===== config.mk =====
export PLATFORM = sky130hd
export DESIGN_NAME = precode_error_inserter
export DESIGN_NICKNAME = d
export VERILOG_FILES = /design/src/include/ppg_pkg.sv /design/src/include/stream_if.sv /design/src/design/word_buffer.sv /design/src/design/precode_error_inserter.sv
export SDC_FILE = /design/constraint.sdc
export NUM_CORES = 1
export LEC_CHECK = 0
export CORE_ASPECT_RATIO = 0.6
export CORE_UTILIZATION = 55
export DETAILED_ROUTE_END_ITERATION = 10
export DONT_BUFFER_PORTS = 1
export PLACE_DENSITY = 0.77
export SLEW_MARGIN = 10
export SYNTH_ARGS = -nofsm -noshare
export SYNTH_HDL_FRONTEND = slang
export SYNTH_SLANG_ARGS = --single-unit

===== constraint.sdc =====
create_clock -name clock -period 4.1 [get_ports clock]
set_input_delay 0 -clock clock [delete_from_list [all_inputs] [get_ports clock]]
set_output_delay 0 -clock clock [all_outputs]
set_load 0.02 [all_outputs]

===== src/include/ppg_pkg.sv =====
package ppg_pkg;

  localparam int unsigned NUM_CH = 32;

  // register byte offsets
  localparam logic [11:0] ADDR_CTRL   = 12'h000;
  localparam logic [11:0] ADDR_ERR    = 12'h004;
  localparam logic [11:0] ADDR_BLOCK  = 12'h008;
  localparam logic [11:0] ADDR_BURST  = 12'h00C;
  localparam logic [11:0] ADDR_STATUS = 12'h010;

  // control register fields
  localparam int unsigned C_PRE_EN   = 0;
  localparam int unsigned C_PRE_INIT = 1;
  localparam int unsigned C_BURST    = 2;
  localparam int unsigned C_MIXED    = 3;
  localparam int unsigned C_SEQPAT   = 4;
  localparam int unsigned C_AREA_BLK = 5;
  localparam int unsigned C_ERR_EN   = 6;
  localparam int unsigned C_BSRC_LO  = 7;
  localparam logic [31:0] CTRL_MASK  = 32'h0000_01FF;

  // error configuration fields
  localparam int unsigned E_SRC_LO   = 0;
  localparam int unsigned E_SINGLE   = 2;
  localparam int unsigned E_SCAN     = 3;
  localparam int unsigned E_CH_LO    = 4;
  localparam int unsigned E_MANT_LO  = 9;
  localparam int unsigned E_EXP_LO   = 13;
  localparam int unsigned E_XBURST   = 17;
  localparam int unsigned E_BLEN_LO  = 18;
  localparam logic [31:0] ERR_MASK   = 32'h01FF_FFFF;

  // burst window fields (units: stream words)
  localparam int unsigned B_CYCLE_LO = 0;
  localparam int unsigned B_EN_LO    = 16;

  // status fields
  localparam int unsigned S_PRE_ACT  = 0;
  localparam int unsigned S_EXT_OK   = 1;
  localparam int unsigned S_AREA_ACT = 2;
  localparam int unsigned S_DONE     = 3;
  localparam int unsigned S_OPEN     = 4;
  localparam int unsigned S_CNT_LO   = 16;

  // reset values
  localparam logic [31:0] CTRL_RST   = 32'h0000_0000;
  localparam logic [31:0] ERR_RST    = 32'h0005_8200;
  localparam logic [7:0]  BLOCK_RST  = 8'h00;
  localparam logic [31:0] BURST_RST  = 32'h0032_0064;

  // ratio and burst limits
  localparam logic [3:0]  MANT_MIN   = 4'h1;
  localparam logic [3:0]  MANT_MAX   = 4'h9;
  localparam logic [3:0]  MANT_CAP   = 4'h5;
  localparam logic [3:0]  EXP_MIN    = 4'h3;
  localparam logic [3:0]  EXP_MAX    = 4'hC;
  localparam logic [6:0]  BLEN_MIN   = 7'h01;

  typedef enum logic [1:0] {
    SRC_INTERNAL    = 2'b00,
    SRC_EXT_TRIG    = 2'b01,
    SRC_EXT_DISABLE = 2'b10
  } err_src_t;

  typedef enum logic [1:0] {
    BSRC_INTERNAL = 2'b00,
    BSRC_EXT_TRIG = 2'b01,
    BSRC_EXT_EN   = 2'b10
  } burst_src_t;

endpackage


===== src/include/stream_if.sv =====
`timescale 1ns/1ps
`default_nettype none
interface stream_if;
  logic        valid;
  logic        ready;
  logic [31:0] data;
  logic [7:0]  block;
  modport sink   (input valid, input data, input block, output ready);
  modport source (output valid, output data, output block, input ready);
endinterface
`default_nettype wire


===== src/design/word_buffer.sv =====
`timescale 1ns/1ps
`default_nettype none
module word_buffer (
  input  wire logic clock,
  input  wire logic rst_n,
  stream_if.sink    up,
  stream_if.source  dn
);
  logic [39:0] mem_q [2];
  logic        wr_ptr_q;
  logic        rd_ptr_q;
  logic [1:0]  cnt_q;
  logic [1:0]  cnt_d;
  logic        full_q;
  logic        push;
  logic        pop;

  // ready comes from a flop so the upstream path stays short
  assign up.ready = !full_q;
  assign push     = up.valid && !full_q;
  assign dn.valid = (cnt_q != 2'h0);
  assign pop      = dn.valid && dn.ready;
  assign dn.data  = mem_q[rd_ptr_q][31:0];
  assign dn.block = mem_q[rd_ptr_q][39:32];
  assign cnt_d    = cnt_q + {1'b0, push} - {1'b0, pop};

  always_ff @(posedge clock) begin
    if (!rst_n) begin
      wr_ptr_q <= 1'b0;
      rd_ptr_q <= 1'b0;
      cnt_q    <= 2'h0;
      full_q   <= 1'b0;
    end else begin
      if (push) begin
        wr_ptr_q <= !wr_ptr_q;
      end
      if (pop) begin
        rd_ptr_q <= !rd_ptr_q;
      end
      cnt_q  <= cnt_d;
      full_q <= (cnt_d == 2'h2);
    end
  end

  always_ff @(posedge clock) begin
    if (push) begin
      mem_q[wr_ptr_q] <= {up.block, up.data};
    end
  end
endmodule
`default_nettype wire


===== src/design/precode_error_inserter.sv =====
// What this block does
// - a switchable differential precoder for the two-channel DQPSK pair starts from a selectable data value of 0 or 1.
// - the precoder can be active only in continuous repeat mode and never in burst mode.
// - errors go into the whole pattern or one chosen block, and the block choice works only for mixed patterns.
// - internal insertion is repeated or single at a ratio of 1..9 times ten to minus 3..12, capped at 5E-3.
// - internal errors go to one of 32 channels or scan across channels, selection applying to internal only.
// - external trigger inserts an error on each rising edge, and in disable mode a low input suppresses insertion.
// - external insertion is a single-bit error or a burst of 1 to 127.
// - external insertion is allowed only when the test pattern is not a sequence pattern.
// - repeat sequence mode outputs continuously, burst mode gates the output from an internal or external source.
//
// The APB interface to the registers and the register addresses were left to the implementer.
`timescale 1ns/1ps
`default_nettype none
module precode_error_inserter (
  input  wire logic        clock,
  input  wire logic        rst_n,
  input  wire logic        psel,
  input  wire logic        penable,
  input  wire logic        pwrite,
  input  wire logic [11:0] paddr,
  input  wire logic [31:0] pwdata,
  output var  logic [31:0] prdata,
  output var  logic        pready,
  output var  logic        pslverr,
  input  wire logic        in_valid,
  output var  logic        in_ready,
  input  wire logic [31:0] in_data,
  input  wire logic [7:0]  in_block,
  output var  logic        out_valid,
  input  wire logic        out_ready,
  output var  logic [31:0] out_data,
  input  wire logic        err_trig,
  input  wire logic        burst_aux
);
  stream_if buf_in ();
  stream_if buf_out ();

  logic [31:0] ctrl_q;
  logic [31:0] errcfg_q;
  logic [7:0]  block_q;
  logic [31:0] burst_q;
  logic [31:0] prdata_q;
  logic        pready_q;
  logic        pslverr_q;
  logic [31:0] out_data_q;
  logic        out_valid_q;
  logic [1:0]  prev_q;
  logic [39:0] acc_q;
  logic [4:0]  chan_q;
  logic        single_done_q;
  logic [6:0]  xb_cnt_q;
  logic        trig_prev_q;
  logic        aux_prev_q;
  logic [15:0] bcnt_q;
  logic        brun_q;
  logic [15:0] err_cnt_q;

  assign buf_in.valid  = in_valid;
  assign buf_in.data   = in_data;
  assign buf_in.block  = in_block;
  assign in_ready      = buf_in.ready;

  word_buffer u_buf (
    .clock (clock),
    .rst_n (rst_n),
    .up    (buf_in),
    .dn    (buf_out)
  );

  function automatic logic [31:0] clean_err(input logic [31:0] w);
    logic [3:0]  m;
    logic [3:0]  e;
    logic [6:0]  b;
    logic [31:0] r;
    r = w & ppg_pkg::ERR_MASK;
    m = w[ppg_pkg::E_MANT_LO +: 4];
    e = w[ppg_pkg::E_EXP_LO +: 4];
    b = w[ppg_pkg::E_BLEN_LO +: 7];
    if (e < ppg_pkg::EXP_MIN) e = ppg_pkg::EXP_MIN;
    if (e > ppg_pkg::EXP_MAX) e = ppg_pkg::EXP_MAX;
    if (m < ppg_pkg::MANT_MIN) m = ppg_pkg::MANT_MIN;
    if (m > ppg_pkg::MANT_MAX) m = ppg_pkg::MANT_MAX;
    if (e == ppg_pkg::EXP_MIN && m > ppg_pkg::MANT_CAP) m = ppg_pkg::MANT_CAP;
    if (b < ppg_pkg::BLEN_MIN) b = ppg_pkg::BLEN_MIN;
    r[ppg_pkg::E_MANT_LO +: 4] = m;
    r[ppg_pkg::E_EXP_LO +: 4]  = e;
    r[ppg_pkg::E_BLEN_LO +: 7] = b;
    return r;
  endfunction

  function automatic logic [39:0] pow10(input logic [3:0] n);
    case (n)
      4'h4:    pow10 = 40'h00_0000_2710;
      4'h5:    pow10 = 40'h00_0001_86A0;
      4'h6:    pow10 = 40'h00_000F_4240;
      4'h7:    pow10 = 40'h00_0098_9680;
      4'h8:    pow10 = 40'h00_05F5_E100;
      4'h9:    pow10 = 40'h00_3B9A_CA00;
      4'hA:    pow10 = 40'h02_540B_E400;
      4'hB:    pow10 = 40'h17_4876_E800;
      4'hC:    pow10 = 40'hE8_D4A5_1000;
      default: pow10 = 40'h00_0000_03E8;
    endcase
  endfunction

  // gray-mapped quadrant index of an (I,Q) bit pair and back
  function automatic logic [1:0] to_phase(input logic [1:0] b);
    to_phase = {b[1], b[1] ^ b[0]};
  endfunction

  function automatic logic [1:0] to_bits(input logic [1:0] p);
    to_bits = {p[1], p[1] ^ p[0]};
  endfunction

  // register bus decode
  wire setup    = psel && !penable;
  wire wr_en    = psel && penable && pready_q && pwrite;
  wire sel_ctrl = (paddr == ppg_pkg::ADDR_CTRL);
  wire sel_err  = (paddr == ppg_pkg::ADDR_ERR);
  wire sel_blk  = (paddr == ppg_pkg::ADDR_BLOCK);
  wire sel_bst  = (paddr == ppg_pkg::ADDR_BURST);
  wire sel_stat = (paddr == ppg_pkg::ADDR_STATUS);
  wire mapped   = sel_ctrl || sel_err || sel_blk || sel_bst || sel_stat;
  wire wr_err   = wr_en && sel_err;

  // configuration fields
  wire                   err_en    = ctrl_q[ppg_pkg::C_ERR_EN];
  wire                   mixed     = ctrl_q[ppg_pkg::C_MIXED];
  wire                   burst_md  = ctrl_q[ppg_pkg::C_BURST];
  wire                   single    = errcfg_q[ppg_pkg::E_SINGLE];
  wire                   scan      = errcfg_q[ppg_pkg::E_SCAN];
  wire                   xburst    = errcfg_q[ppg_pkg::E_XBURST];
  wire [3:0]             mant      = errcfg_q[ppg_pkg::E_MANT_LO +: 4];
  wire [3:0]             expo      = errcfg_q[ppg_pkg::E_EXP_LO +: 4];
  wire [6:0]             blen      = errcfg_q[ppg_pkg::E_BLEN_LO +: 7];
  wire [15:0]            b_cycle   = burst_q[ppg_pkg::B_CYCLE_LO +: 16];
  wire [15:0]            b_enable  = burst_q[ppg_pkg::B_EN_LO +: 16];
  ppg_pkg::err_src_t     src;
  ppg_pkg::burst_src_t   bsrc;
  assign src  = ppg_pkg::err_src_t'(errcfg_q[ppg_pkg::E_SRC_LO +: 2]);
  assign bsrc = ppg_pkg::burst_src_t'(ctrl_q[ppg_pkg::C_BSRC_LO +: 2]);

  wire pre_active  = ctrl_q[ppg_pkg::C_PRE_EN] && !burst_md;
  wire ext_ok      = !ctrl_q[ppg_pkg::C_SEQPAT];
  wire area_active = ctrl_q[ppg_pkg::C_AREA_BLK] && mixed;
  wire area_hit    = !area_active || (buf_out.block == block_q);

  wire fire        = buf_out.valid && (out_ready || !out_valid_q);
  assign buf_out.ready = out_ready || !out_valid_q;

  // precoder on channel pair 0/1
  wire [1:0] ph_out   = to_phase(buf_out.data[1:0]) + prev_q;
  // a control write that switches the precoder on also brings its start value
  wire       init_sel = (wr_en && sel_ctrl) ? pwdata[ppg_pkg::C_PRE_INIT] : ctrl_q[ppg_pkg::C_PRE_INIT];
  wire [1:0] ph_init  = init_sel ? to_phase(2'b11) : to_phase(2'b00);
  wire [31:0] precoded = pre_active ? {buf_out.data[31:2], to_bits(ph_out)} : buf_out.data;

  // ratio generator: one hit per 10^n/m words
  wire [39:0] period   = pow10(expo);
  wire [40:0] acc_sum  = {1'b0, acc_q} + {37'h0, mant};
  wire        ratio_hit = (acc_sum >= {1'b0, period});
  wire [39:0] acc_next = ratio_hit ? 40'(acc_sum - {1'b0, period}) : acc_sum[39:0];
  wire        int_hit  = ratio_hit && !(single && single_done_q);
  wire        trig_rise = err_trig && !trig_prev_q;
  wire        aux_rise  = burst_aux && !aux_prev_q;
  wire        ratio_run = (src == ppg_pkg::SRC_INTERNAL) || (src == ppg_pkg::SRC_EXT_DISABLE);

  // burst window
  logic burst_open;
  always_comb begin
    case (bsrc)
      ppg_pkg::BSRC_INTERNAL: burst_open = (bcnt_q < b_enable);
      ppg_pkg::BSRC_EXT_TRIG: burst_open = brun_q;
      ppg_pkg::BSRC_EXT_EN:   burst_open = burst_aux;
      default:                burst_open = 1'b0;
    endcase
    if (!burst_md) burst_open = 1'b1;
  end

  // error mask, one bit per channel
  logic [31:0] raw_mask;
  always_comb begin
    case (src)
      ppg_pkg::SRC_INTERNAL:    raw_mask = int_hit ? (32'h0000_0001 << chan_q) : 32'h0;
      ppg_pkg::SRC_EXT_TRIG:    raw_mask = (ext_ok && xb_cnt_q != 7'h0) ? 32'hFFFF_FFFF : 32'h0;
      ppg_pkg::SRC_EXT_DISABLE: raw_mask = (ext_ok && err_trig && int_hit) ? 32'hFFFF_FFFF : 32'h0;
      default:                  raw_mask = 32'h0;
    endcase
  end
  wire [31:0] mask     = (err_en && area_hit && burst_open) ? raw_mask : 32'h0;
  wire        inserted = fire && (mask != 32'h0);

  wire [31:0] status = {err_cnt_q, 11'h0, burst_open, single_done_q, area_active, ext_ok, pre_active};
  wire [31:0] rd_mux = sel_ctrl ? ctrl_q :
                       sel_err  ? errcfg_q :
                       sel_blk  ? {24'h0, block_q} :
                       sel_bst  ? burst_q :
                       sel_stat ? status : 32'h0;

  always_ff @(posedge clock) begin
    if (!rst_n) begin
      pready_q  <= 1'b0;
      pslverr_q <= 1'b0;
      prdata_q  <= 32'h0;
    end else begin
      pready_q  <= setup && !pready_q;
      pslverr_q <= setup && !mapped;
      prdata_q  <= setup ? rd_mux : 32'h0;
    end
  end

  always_ff @(posedge clock) begin
    if (!rst_n) begin
      ctrl_q   <= ppg_pkg::CTRL_RST;
      errcfg_q <= ppg_pkg::ERR_RST;
      block_q  <= ppg_pkg::BLOCK_RST;
      burst_q  <= ppg_pkg::BURST_RST;
    end else if (wr_en) begin
      if (sel_ctrl) ctrl_q <= pwdata & ppg_pkg::CTRL_MASK;
      if (sel_err)  errcfg_q <= clean_err(pwdata);
      if (sel_blk)  block_q <= pwdata[7:0];
      if (sel_bst)  burst_q <= pwdata;
    end
  end

  always_ff @(posedge clock) begin
    if (!rst_n) begin
      acc_q         <= 40'h0;
      single_done_q <= 1'b0;
      chan_q        <= 5'h0;
    end else begin
      if (wr_err) begin
        acc_q  <= 40'h0;
        chan_q <= pwdata[ppg_pkg::E_CH_LO +: 5];
      end else begin
        if (fire && ratio_run) acc_q <= acc_next;
        if (inserted && src == ppg_pkg::SRC_INTERNAL && scan) chan_q <= chan_q + 5'h1;
      end
      // a hit in the same cycle as the re-arm write still counts
      if (inserted && single && src == ppg_pkg::SRC_INTERNAL) single_done_q <= 1'b1;
      else if (wr_err) single_done_q <= 1'b0;
    end
  end

  always_ff @(posedge clock) begin
    if (!rst_n) begin
      trig_prev_q <= 1'b0;
      aux_prev_q  <= 1'b0;
      xb_cnt_q    <= 7'h0;
    end else begin
      trig_prev_q <= err_trig;
      aux_prev_q  <= burst_aux;
      if (trig_rise && ext_ok && err_en && src == ppg_pkg::SRC_EXT_TRIG) begin
        xb_cnt_q <= xburst ? blen : 7'h01;
      end else if (fire && xb_cnt_q != 7'h0) begin
        xb_cnt_q <= xb_cnt_q - 7'h1;
      end
    end
  end

  always_ff @(posedge clock) begin
    if (!rst_n) begin
      bcnt_q <= 16'h0;
      brun_q <= 1'b0;
    end else if (bsrc == ppg_pkg::BSRC_EXT_TRIG) begin
      if (aux_rise) begin
        bcnt_q <= 16'h0;
        brun_q <= 1'b1;
      end else if (fire && brun_q) begin
        bcnt_q <= bcnt_q + 16'h1;
        brun_q <= (bcnt_q + 16'h1 < b_enable);
      end
    end else if (fire) begin
      bcnt_q <= (bcnt_q + 16'h1 >= b_cycle) ? 16'h0 : bcnt_q + 16'h1;
      brun_q <= 1'b0;
    end
  end

  always_ff @(posedge clock) begin
    if (!rst_n) begin
      prev_q      <= 2'h0;
      out_valid_q <= 1'b0;
      out_data_q  <= 32'h0;
      err_cnt_q   <= 16'h0;
    end else begin
      if (!pre_active) prev_q <= ph_init;
      else if (fire) prev_q <= ph_out;
      if (fire) begin
        out_valid_q <= 1'b1;
        out_data_q  <= burst_open ? (precoded ^ mask) : 32'h0;
      end else if (out_ready) begin
        out_valid_q <= 1'b0;
      end
      if (inserted) err_cnt_q <= err_cnt_q + 16'h1;
    end
  end

  assign prdata    = prdata_q;
  assign pready    = pready_q;
  assign pslverr   = pslverr_q;
  assign out_valid = out_valid_q;
  assign out_data  = out_data_q;
endmodule
`default_nettype wire


* After elaboration in Yosys (flattened, before gate mapping)
Memories as Yosys holds them, arrays and structs flattened. A register that Yosys moved wholly into a read port is not among the register bits. Cells that the tools add are included.
Storage, ports and cells: bits in registers 236, memory bits (read-only) 592, memories kept 2, latch bits 0, bits in writable memories 80
Cells by class: add/sub/neg operators 9, shift-type cells 1, muxes and demuxes 61, equal/unequal tests 13, bitwise logic cells 5, divide/modulo/power cells 0, $lt $le $gt $ge 10, multipliers 0, reductions and logical operators 73
Memories:
- (name not given) | depth 16, width 37, rd ports 1, clocked after Yosys merged registers in 1, write ports 0, line precode_error_inserter.sv:93 | case (n)
- u_buf.mem_q | depth 2, width 40, rd ports 1, clocked after Yosys merged registers in 1, write ports 1, line word_buffer.sv:9 | logic [39:0] mem_q [2];
Operator list (count):
- 32-bit 2-to-1 mux | 7
- 32-bit case mux with 3 select lines | 1
- 16-bit 2-to-1 mux | 5
- 4-bit 2-to-1 mux | 19
- 25-bit 2-to-1 mux | 2
- 40-bit by 4-bit adder with 41-bit output | 1
- 41-bit by 40-bit greater-or-equal comparator with 1-bit output | 1
- 40-bit 2-to-1 mux | 1
- 40-bit subtractor | 1
- 1-bit logical AND | 33
- 16-bit by 1-bit adder with 16-bit output (second input constant) | 2
- 16-bit less-than comparator | 2
- 32-bit nonzero test | 1
- 1-bit by 5-bit left shift with 32-bit output (first input constant) | 1
- 32-bit bitwise XOR | 1
- 7-bit 2-to-1 mux | 4
- 12-bit by 4-bit equality test with 1-bit output (second input constant) | 2
- 16-bit greater-or-equal comparator | 1
- 1-bit 2-to-1 mux | 14
- 1-bit zero test | 13
- 12-bit by 3-bit equality test with 1-bit output (second input constant) | 1
- 12-bit by 5-bit equality test with 1-bit output (second input constant) | 1
- 12-bit zero test | 1
- 2-bit AND reduction | 6
- other kinds (28) | 51

* Depth between registers and ports, before layout
Gate-level depths: netlist of run 1.
depth after elaboration 13, gate-level depth with buffers 22

* Modules after synthesis
A second synthesis of run 1 with hierarchy kept.
Second synthesis, totals: cell total of the unflattened synthesis 2111, area total of the unflattened synthesis 18565.3 um2
By module, submodules not included:
- precode_error_inserter | cells each 1962, instances 1, area each 15411.0 um2, sequential area each 5205.0 um2
- word_buffer | cells each 149, instances 1, area each 3154.3 um2, sequential area each 2522.4 um2

* Worst setup path after synthesis of run 1
Ideal clock, no wire load.
kind reg-to-reg, start register errcfg_q[11], end register out_data_q[4], in the netlist out_data[4], slack -267 ps, cell stages (with the launch flop) 19, data required time 3972 ps, arrival time 4239 ps, path through dfxtp_1 ha_1 o21a_1 a21oi_1 nor3_1 nand3_1 or3_1 xnor2_1 ha_1 clkbuf_1 nand4_1 inv_1 nand4_1 a211oi_1 o311ai_4 a2111oi_2 a22oi_1 xnor2_1 o21ai_1
Between the ends: word-level cells in the longest chain between the ends 9, elaborated cells on any way between the ends 10, classes of those cells add/sub: 1; order compare: 1; mux: 5; bitwise: 1; reduce/logical: 2
Ends and longest elaborated chain:
- start: declaration | line precode_error_inserter.sv:40 | logic [31:0] errcfg_q;
- start signal: assignment | line precode_error_inserter.sv:216 | errcfg_q <= ppg_pkg::ERR_RST;
- start signal: assignment | line precode_error_inserter.sv:221 | if (sel_err) errcfg_q <= clean_err(pwdata);
- 40-bit by 4-bit adder with 41-bit output * | line precode_error_inserter.sv:161 | wire [40:0] acc_sum = {1'b0, acc_q} + {37'h0, mant};
- 41-bit by 40-bit greater-or-equal comparator with 1-bit output * | line precode_error_inserter.sv:162 | wire ratio_hit = (acc_sum >= {1'b0, period});
- 1-bit logical AND * | line precode_error_inserter.sv:164 | wire int_hit = ratio_hit && !(single && single_done_q);
- 1-bit logical AND | line precode_error_inserter.sv:187 | ppg_pkg::SRC_EXT_DISABLE: raw_mask = (ext_ok && err_trig && int_hit) ? 32'hFFFF_FFFF : 32'h0;
- 32-bit 2-to-1 mux | line precode_error_inserter.sv:187
- 32-bit case mux with 3 select lines * | line precode_error_inserter.sv:184 | case (src)
- 32-bit 2-to-1 mux * | line precode_error_inserter.sv:191 | wire [31:0] mask = (err_en && area_hit && burst_open) ? raw_mask : 32'h0;
- 32-bit bitwise XOR * | line precode_error_inserter.sv:291 | out_data_q <= burst_open ? (precoded ^ mask) : 32'h0;
- 32-bit 2-to-1 mux * | line precode_error_inserter.sv:291
- end signal: assignment | line precode_error_inserter.sv:291
- end: declaration | line precode_error_inserter.sv:46 | logic [31:0] out_data_q;
Mark *: on every way between the ends. The rest lies on a longest branch, timed or not. A chain may end at the register's enable or synchronous reset.

* Final worst setup path of run 1
start register errcfg_q[9], end register out_data_q[1], in the netlist out_data[1]
Same word-level chain as after synthesis.

==> impl_metrics.py, run 1 <==
metrics = {
    "pwr": {
        "power.share.clock": 0.300,
        "p_leak_nw": 9.35,
        "total_power_mw": 11.2,
        "power_frac_seq": 0.384,
        "p_int_mw": 7.31,
        "p_comb_frac": 0.316,
        "irDropWorstVdd_mv": 0.370,
        "sw_frac_of_total": 0.345,
        "p_sw_mw": 3.85,
        "powerDensity_nw_per_um2": 457,
    },
    "sta": {
        "hold_viol": 0,
        "holdWs_ns": 0.0163,
        "maxSlewViolCount": 0,
        "setup_viol_count_final": 86,
        "worst_pin_slew_ns": 1.21,
        "fin_crit_ns": 4.37,
        "setup_tns_ns": -11.42,
        "rsz0062_at_grt": "yes",
        "max_freq_mhz": 229,
        "skew_ns": 0.0188,
        "slew_headroom": 0.191,
        "fin_crit_sh": 1.07,
        "setup_ws_ns": -0.273,
    },
    "detailed_routing": {
        "drt-initial-drc-count": 2358,
        "via_per_inst": 6.28,
        "dr.pass1.iters": 8,
        "route.detailed.drc": 0,
        "wl_um": 65800,
        "route.vias.total": 18400,
        "wl_per_cell_um": 22.5,
        "ant_nets": 0,
    },
    "grt": {
        "grt_use_met1": 0.509,
        "grt_pass1_vias": 17400,
        "grt_most_used_layer": "met2",
        "overflow": 0,
        "grt_pass1_wl_um": 98400,
        "grt_max_degree": 102,
        "antenna_found_initial": 2,
        "gr-usage-met2": 0.522,
        "use_met3": 0.0978,
        "grtUsageTotal": 0.362,
    },
    "logic_synthesis": {
        "synth_top_area_share": 0.283,
        "avgSynthCellArea_um2": 8.74,
        "ys_top_cells_by_area": "dfxtp_1 (28%), edfxtp_1 (13%), ha_1 (7.0%)",
        "yosys.area.top_type": "dfxtp_1",
        "async_flop_share": 0,
        "syn_inst": 2151,
        "yosys-top-cells-count": "nand2_1 (275), dfxtp_1 (266), a21oi_1 (182)",
        "yosys_warnings": 0,
        "synth_edf_count": 80,
        "netlist_area_um2": 18800,
        "dominantRegCellSynth": "dfxtp_1",
        "synth-seq-cells": 346,
        "synth.most_common_cell": "nand2_1",
        "syn_nets": 2351,
        "ys_seq_area_frac": 0.411,
        "ys_types": 91,
    },
    "outcome": {
        "violations": "setup timing",
        "outcome": "complete, but fails checks",
    },
    "floorplan": {
        "die_h_um": 145,
        "start_util": 0.558,
        "die-area_um2": 34900,
        "die_w_um": 241,
        "ios": 161,
        "rows": 52,
        "coreArea_um2": 33700,
    },
    "critical_path": {
        "crit_path_start_kind": "register",
        "cp_max_fo": 6,
        "end_kind": "register",
        "critical_path_arrival_ns": 4.79,
        "criticalPathCategory": "register to register",
        "worstPathRequired_ns": 4.51,
    },
    "clock_tree": {
        "cts_tree": "built",
        "cts.sink_count": 346,
        "clockBufferDepth": 3,
        "htreeDepth": 2,
        "clkLatencyLatePin_ns": 0.55,
        "cts.clk_slew.worst_paths_ns": 0.07,
        "cts_buffers": 35,
        "root_buffer": "clkbuf_16",
    },
    "final_layout": {
        "final_util": 0.724,
        "drive_gt1_frac": 0.213,
        "area_growth_pct": 29.9,
        "num-nets-final": 2638,
    },
    "placement": {
        "port_buffers": 0,
        "dp_hpwl_um": 43700,
        "gp_congestion": 0.975,
        "place_ws_ns": -0.569,
    },
    "run": {
        "drv_cap": 0,
    },
    "min_path": {
        "hold_path_class": "input port to register",
    },
}
-- layout by cell type (no fill, tap or decap), types with 12 or more instances in the layout --
master | Yosys | final
a22oi_1 | 31 | 22
ha_4 | 0 | 13
and3_1 | 30 | 28
nor2b_1 | 17 | 16
o21ai_2 | 0 | 12
nor2_1 | 157 | 143
o21ai_1 | 70 | 69
nor3_1 | 27 | 21
and2_1 | 36 | 32
or3_1 | 18 | 16
buf_6 | 2 | 22
mux2i_1 | 67 | 67
nand4_1 | 35 | 35
nor2_2 | 4 | 13
buf_4 | 6 | 235
inv_1 | 93 | 92
a31oi_1 | 23 | 22
nand2_1 | 275 | 269
o21a_1 | 20 | 20
dfxtp_1 | 266 | 257
a21oi_1 | 182 | 169
dlygate4sd3_1 | 0 | 91
a21o_1 | 27 | 27
clkbuf_16 | 0 | 36
xnor2_2 | 0 | 15
ha_1 | 105 | 92
o211ai_1 | 13 | 13
xor2_1 | 43 | 41
nand3_1 | 48 | 40
edfxtp_1 | 80 | 80
o21ai_0 | 85 | 73
a21boi_0 | 13 | 13
xnor2_1 | 93 | 77
-- worst max-delay path, cell delays in order (launching register included) --
cell       delay (ns)
dfxtp_2          0.36
ha_4             0.14
fa_2             0.20
a21o_1           0.17
a21oi_4          0.07
buf_12           0.15
or4_4            0.49
xnor2_2          0.16
ha_1             0.30
nand4_1          0.14
nor4_2           0.33
a41oi_2          0.18
o211ai_2         0.18
buf_6            0.15
nor2_4           0.05
buf_6            0.15
a2111oi_4        0.51
a22oi_2          0.15
xnor2_1          0.25
o21ai_1          0.09
-- metrics by stage --
stage | instance area [um^2] | instances
floorplan | 18900 | 2151
global placement | 20600 | 2708
detailed placement | 20600 | 2708
CTS | 23800 | 2907
global route | 24400 | 2925
finish | 24400 | 2925
-- state kept, by name (all words and copies together) (netlist names), 25 cells and up, named ones only --
name / flops
acc_q: 40
out_data: 32
u_buf.mem_q: 80
period: 29
burst_q: 32
prdata: 32
errcfg_q: 25
-- power groups by stage --
stage	Clock [mW]	Combinational, mW	Sequential (mW)
2_1_floorplan	0	1.90	4.27
3_3_place_gp	0	2.87	4.31
3_5_place_dp	0	2.95	4.33
4_1_cts	3.34	3.23	4.26
5_1_grt	3.49	3.77	4.32
6_report	3.35	3.52	4.28
-- cell type report --
type	count	area [um^2]
Sequential cell	346	7740
Clock inverter	22	226
Fill cell	2411	9290
Clock buffer	42	953
Inverter	95	358
Multi-Input combinational cell	1598	11300
Antenna cell	1	2.50
Timing Repair Buffer	362	3220
Tap cell	459	574
-- path summary, 6_finish.rpt --
check,start,cells after the start,slack [ns],endpoint
min,err_trig,6,0.02,xb_cnt_q[4]
min reg2reg,errcfg_q[5],2,0.47,errcfg_q[5]
max reg2reg,errcfg_q[9],19,-0.27,out_data[1]
max,errcfg_q[9],19,-0.27,out_data[1]
-- cell families after synthesis --
logic type	share of synthesized area
xor+xnor	0.0634
buf+inv	0.0453
mux	0.0387
compound gates	0.186
simple gates	0.183
fa+ha+maj	0.0720
flops	0.411
-- what timing repair did --
| action | CTS | global route |
|---|---|---|
| pin swaps | 74 | 42 |
| endpoints found under the setup margin | 91 | 91 |
| setup buffers | 37 | 21 |
| endpoints found under the hold margin | 235 | 0 |
| hold buffers | 92 | 0 |
| gates resized for setup | 141 | 77 |
| cloned | 6 | 0 |
-- metal layers --
metal | up-vias | part of all wire
met3 | 214 | 0.11
met2 | 1173 | 0.43
met4 | 2 | 0.038
met1 | 8732 | 0.42
met5 | - | 0.00018
li1 | 8234 | -
Note: power is estimated with default switching activity, not from simulation.
==> inputs of run 2 (changes only) <==
Settings changed: CORE_ASPECT_RATIO 0.6 to default, SYNTH_HIERARCHICAL from default to 1.
==> run 2 against run 1 <==
Compared with the run above: the run still ends with setup timing left; clock power grew 3%; sequential cell count stayed put; cell count decreased by 2.6%; cell area increased by 0.36%; core utilization is 2.1 points higher; synthesized area decreased by 1.2%; worst setup slack worse by 0.55 ns; sequential share of layout area down 0.13 points.
==> impl_metrics.py, run 2 <==
metrics = {
    "final_layout": {
        "final_common_cell": "dfxtp_1",
        "largestRegisters": "u_buf/mem_q x80, acc_q x40",
        "fillCellCount": 2145,
        "final-seq-area_um2": 7740,
        "regMostFlops": "u_buf/mem_q",
        "largest_reg_flops": 80,
        "area_growth_pct": 32.0,
        "drive_gt1_frac": 0.225,
        "final_cell_mix": "dfxtp_1 (258), nand2_1 (251), buf_4 (198)",
        "final_util": 0.745,
        "num-nets-final": 2579,
        "multi_input_area_um2": 11400,
    },
    "critical_path": {
        "reg2regPathDepth": 24,
        "reg2reg_slack_ns": -0.82,
        "r2r_start": "errcfg_q[9]",
        "regToRegEndpoint": "chan_q[2]",
        "critical_path_arrival_ns": 5.41,
        "crit_path_start_kind": "register",
        "cp_max_fo": 7,
        "criticalPathCategory": "register to register",
        "worstPathRequired_ns": 4.59,
        "end_kind": "register",
    },
    "clock_tree": {
        "htreeDepth": 2,
        "clockBufferDepth": 3,
        "cts_buffers": 38,
        "root_buffer": "clkbuf_16",
        "cts_tree": "built",
        "clkLatencyLatePin_ns": 0.56,
        "cts.sink_count": 346,
        "cts.clk_slew.worst_paths_ns": 0.07,
    },
    "logic_synthesis": {
        "netlist_area_um2": 18600,
        "ys_seq_area_frac": 0.416,
        "yosys_warnings": 6,
        "yosys.area.top_type": "dfxtp_1",
        "synth-seq-cells": 346,
        "ys_types": 82,
        "syn_inst": 2111,
        "synth_top_area_share": 0.287,
        "synth_edf_count": 80,
        "async_flop_share": 0,
        "syn_nets": 2311,
        "avgSynthCellArea_um2": 8.79,
        "synth.most_common_cell": "dfxtp_1",
        "yosys-top-cells-count": "dfxtp_1 (266), nand2_1 (261), a21oi_1 (190)",
        "ys_top_cells_by_area": "dfxtp_1 (29%), edfxtp_1 (13%), ha_1 (7.1%)",
        "dominantRegCellSynth": "dfxtp_1",
    },
    "sta": {
        "fin_crit_ns": 4.92,
        "max_freq_mhz": 203,
        "maxSlewViolCount": 0,
        "setup_viol_count_final": 91,
        "hold_viol": 0,
        "setup_ws_ns": -0.820,
        "slew_headroom": 0.228,
        "rsz0062_at_grt": "yes",
        "fin_crit_sh": 1.20,
        "worst_pin_slew_ns": 1.16,
        "skew_ns": 0.0334,
    },
    "min_path": {
        "worstHoldEndpoint": "errcfg_q[14]",
        "hold_path_class": "input port to register",
        "min_from": "pwdata[14]",
        "min_path_cells": 5,
    },
    "detailed_routing": {
        "route.detailed.drc": 0,
        "dr.pass1.iters": 8,
        "route.vias.total": 18400,
        "drt-initial-drc-count": 2184,
        "via_per_inst": 6.46,
        "wl_per_cell_um": 23.3,
        "wl_um": 66500,
        "ant_nets": 0,
    },
    "floorplan": {
        "die-area_um2": 34500,
        "rows": 66,
        "start_util": 0.565,
        "die_h_um": 186,
        "coreArea_um2": 32900,
        "ios": 161,
        "die_w_um": 186,
    },
    "grt": {
        "grtUsageTotal": 0.351,
        "grt_max_degree": 63,
        "overflow": 0,
        "grt_pass1_vias": 17900,
        "antenna_found_initial": 1,
        "grt_pass1_wl_um": 94900,
    },
    "placement": {
        "dp_hpwl_um": 37300,
        "port_buffers": 0,
        "place_ws_ns": -0.411,
        "gp_congestion": 0.923,
    },
    "pwr": {
        "powerDensity_nw_per_um2": 476,
        "irDropWorstVdd_mv": 0.467,
        "p_leak_nw": 9.22,
        "total_power_mw": 11.7,
    },
    "outcome": {
        "violations": "setup timing",
        "outcome": "complete, but fails checks",
    },
    "run": {
        "drv_cap": 0,
    },
}
==> run 2: cell count changes in the layout (fill, tap and decap cells not counted), sizes merged, moves of 11 or more <==
cell	previous run	this run
xor2	43	32
nand2b	11	22
buf	270	237
nor2	162	183
a22oi	31	20
mux2	5	41
xnor2	93	117
a21boi	14	3
nand2	279	261
nand4	37	49
mux2i	67	39
and2	36	18
o21ai	155	120
==> run 2: how the worst max path moves through the flow <==
stage                startpoint             to  slack (ns)  cells after the start
finish              errcfg_q[9]      chan_q[2]       -0.82                     24
global route        errcfg_q[9]      chan_q[2]       -0.93                     24
floorplan           errcfg_q[9]   err_cnt_q[3]        -0.1                     18
global placement       acc_q[1]   err_cnt_q[8]       -0.29                     20
detailed placement     acc_q[0]  err_cnt_q[10]       -0.41                     23
CTS                 errcfg_q[9]   err_cnt_q[9]       -0.36                     20
==> run 2: power breakdown <==
group          switching [mW]  internal (mW)  total [mW]
combinational            2.15           1.72        3.87
clock                    1.50           1.94        3.44
sequential              0.457           3.89        4.35
==> run 2: metrics by stage <==
stage / setup TNS, ns / instance area, um^2 / hold WS (ns) / instances
finish: -54.36 / 24500 / 0.0377 / 2850
floorplan: -0.951 / 18700 / 0.0989 / 2111
global placement: -13.65 / 20300 / 0.0945 / 2623
CTS: -19.45 / 23800 / 0.00866 / 2842
detailed placement: -22.68 / 20300 / 0.0957 / 2623
global route: -65.99 / 24500 / 0.0562 / 2850
==> run 2: final cells by class <==
type	count	share of cell area
Clock inverter	23	0.00940
Antenna cell	1	0.000102
Sequential cell	346	0.316
Multi-Input combinational cell	1560	0.466
Timing Repair Buffer	333	0.131
Clock buffer	45	0.0403
Tap cell	442	0.0226
Inverter	100	0.0153
==> run 2: worst max-delay path, cell delays in order (launching register included) <==
cell and delay (ns):
dfxtp_2 0.34, ha_4 0.16, fa_2 0.42, nand3_4 0.09, nand2_4 0.09, buf_6 0.13
nand4_1 0.14, nor2_4 0.08, buf_4 0.16, buf_4 0.16, xnor2_1 0.29, ha_1 0.36
a21oi_1 0.25, o21a_1 0.18, o211ai_1 0.09, buf_4 0.16, a211oi_4 0.37, nor2_4 0.11
buf_12 0.15, a221oi_4 0.32, buf_12 0.18, a211oi_4 0.08, buf_6 0.17, mux2i_1 0.23
o2bb2ai_1 0.15
==> run 2: what timing repair did <==
item / in CTS / in global routing
buffers inserted: 47 / 12
pin swaps: 93 / 91
cloned: 11 / 2
hold endpoints to repair: 242 / 0
setup endpoints to repair: 90 / 100
hold buffers: 95 / 0
gates resized for setup: 192 / 119
==> run 2: kinds of logic after synthesis <==
group,synth area share
buffers and inverters,0.0437
xor gates and xnor gates,0.0703
AOI/OAI and AO/OA,0.174
adders and majority gates,0.0729
muxes,0.0459
and+or+nand+nor,0.177
DFF,0.416
==> run 2: metal layers <==
metal / wire length (um) / track usage
met1: 23800 / 0.415
met2: 31300 / 0.594
met3: 6920 / 0.0681
met4: 4460 / 0.205
met5: 0 / 0
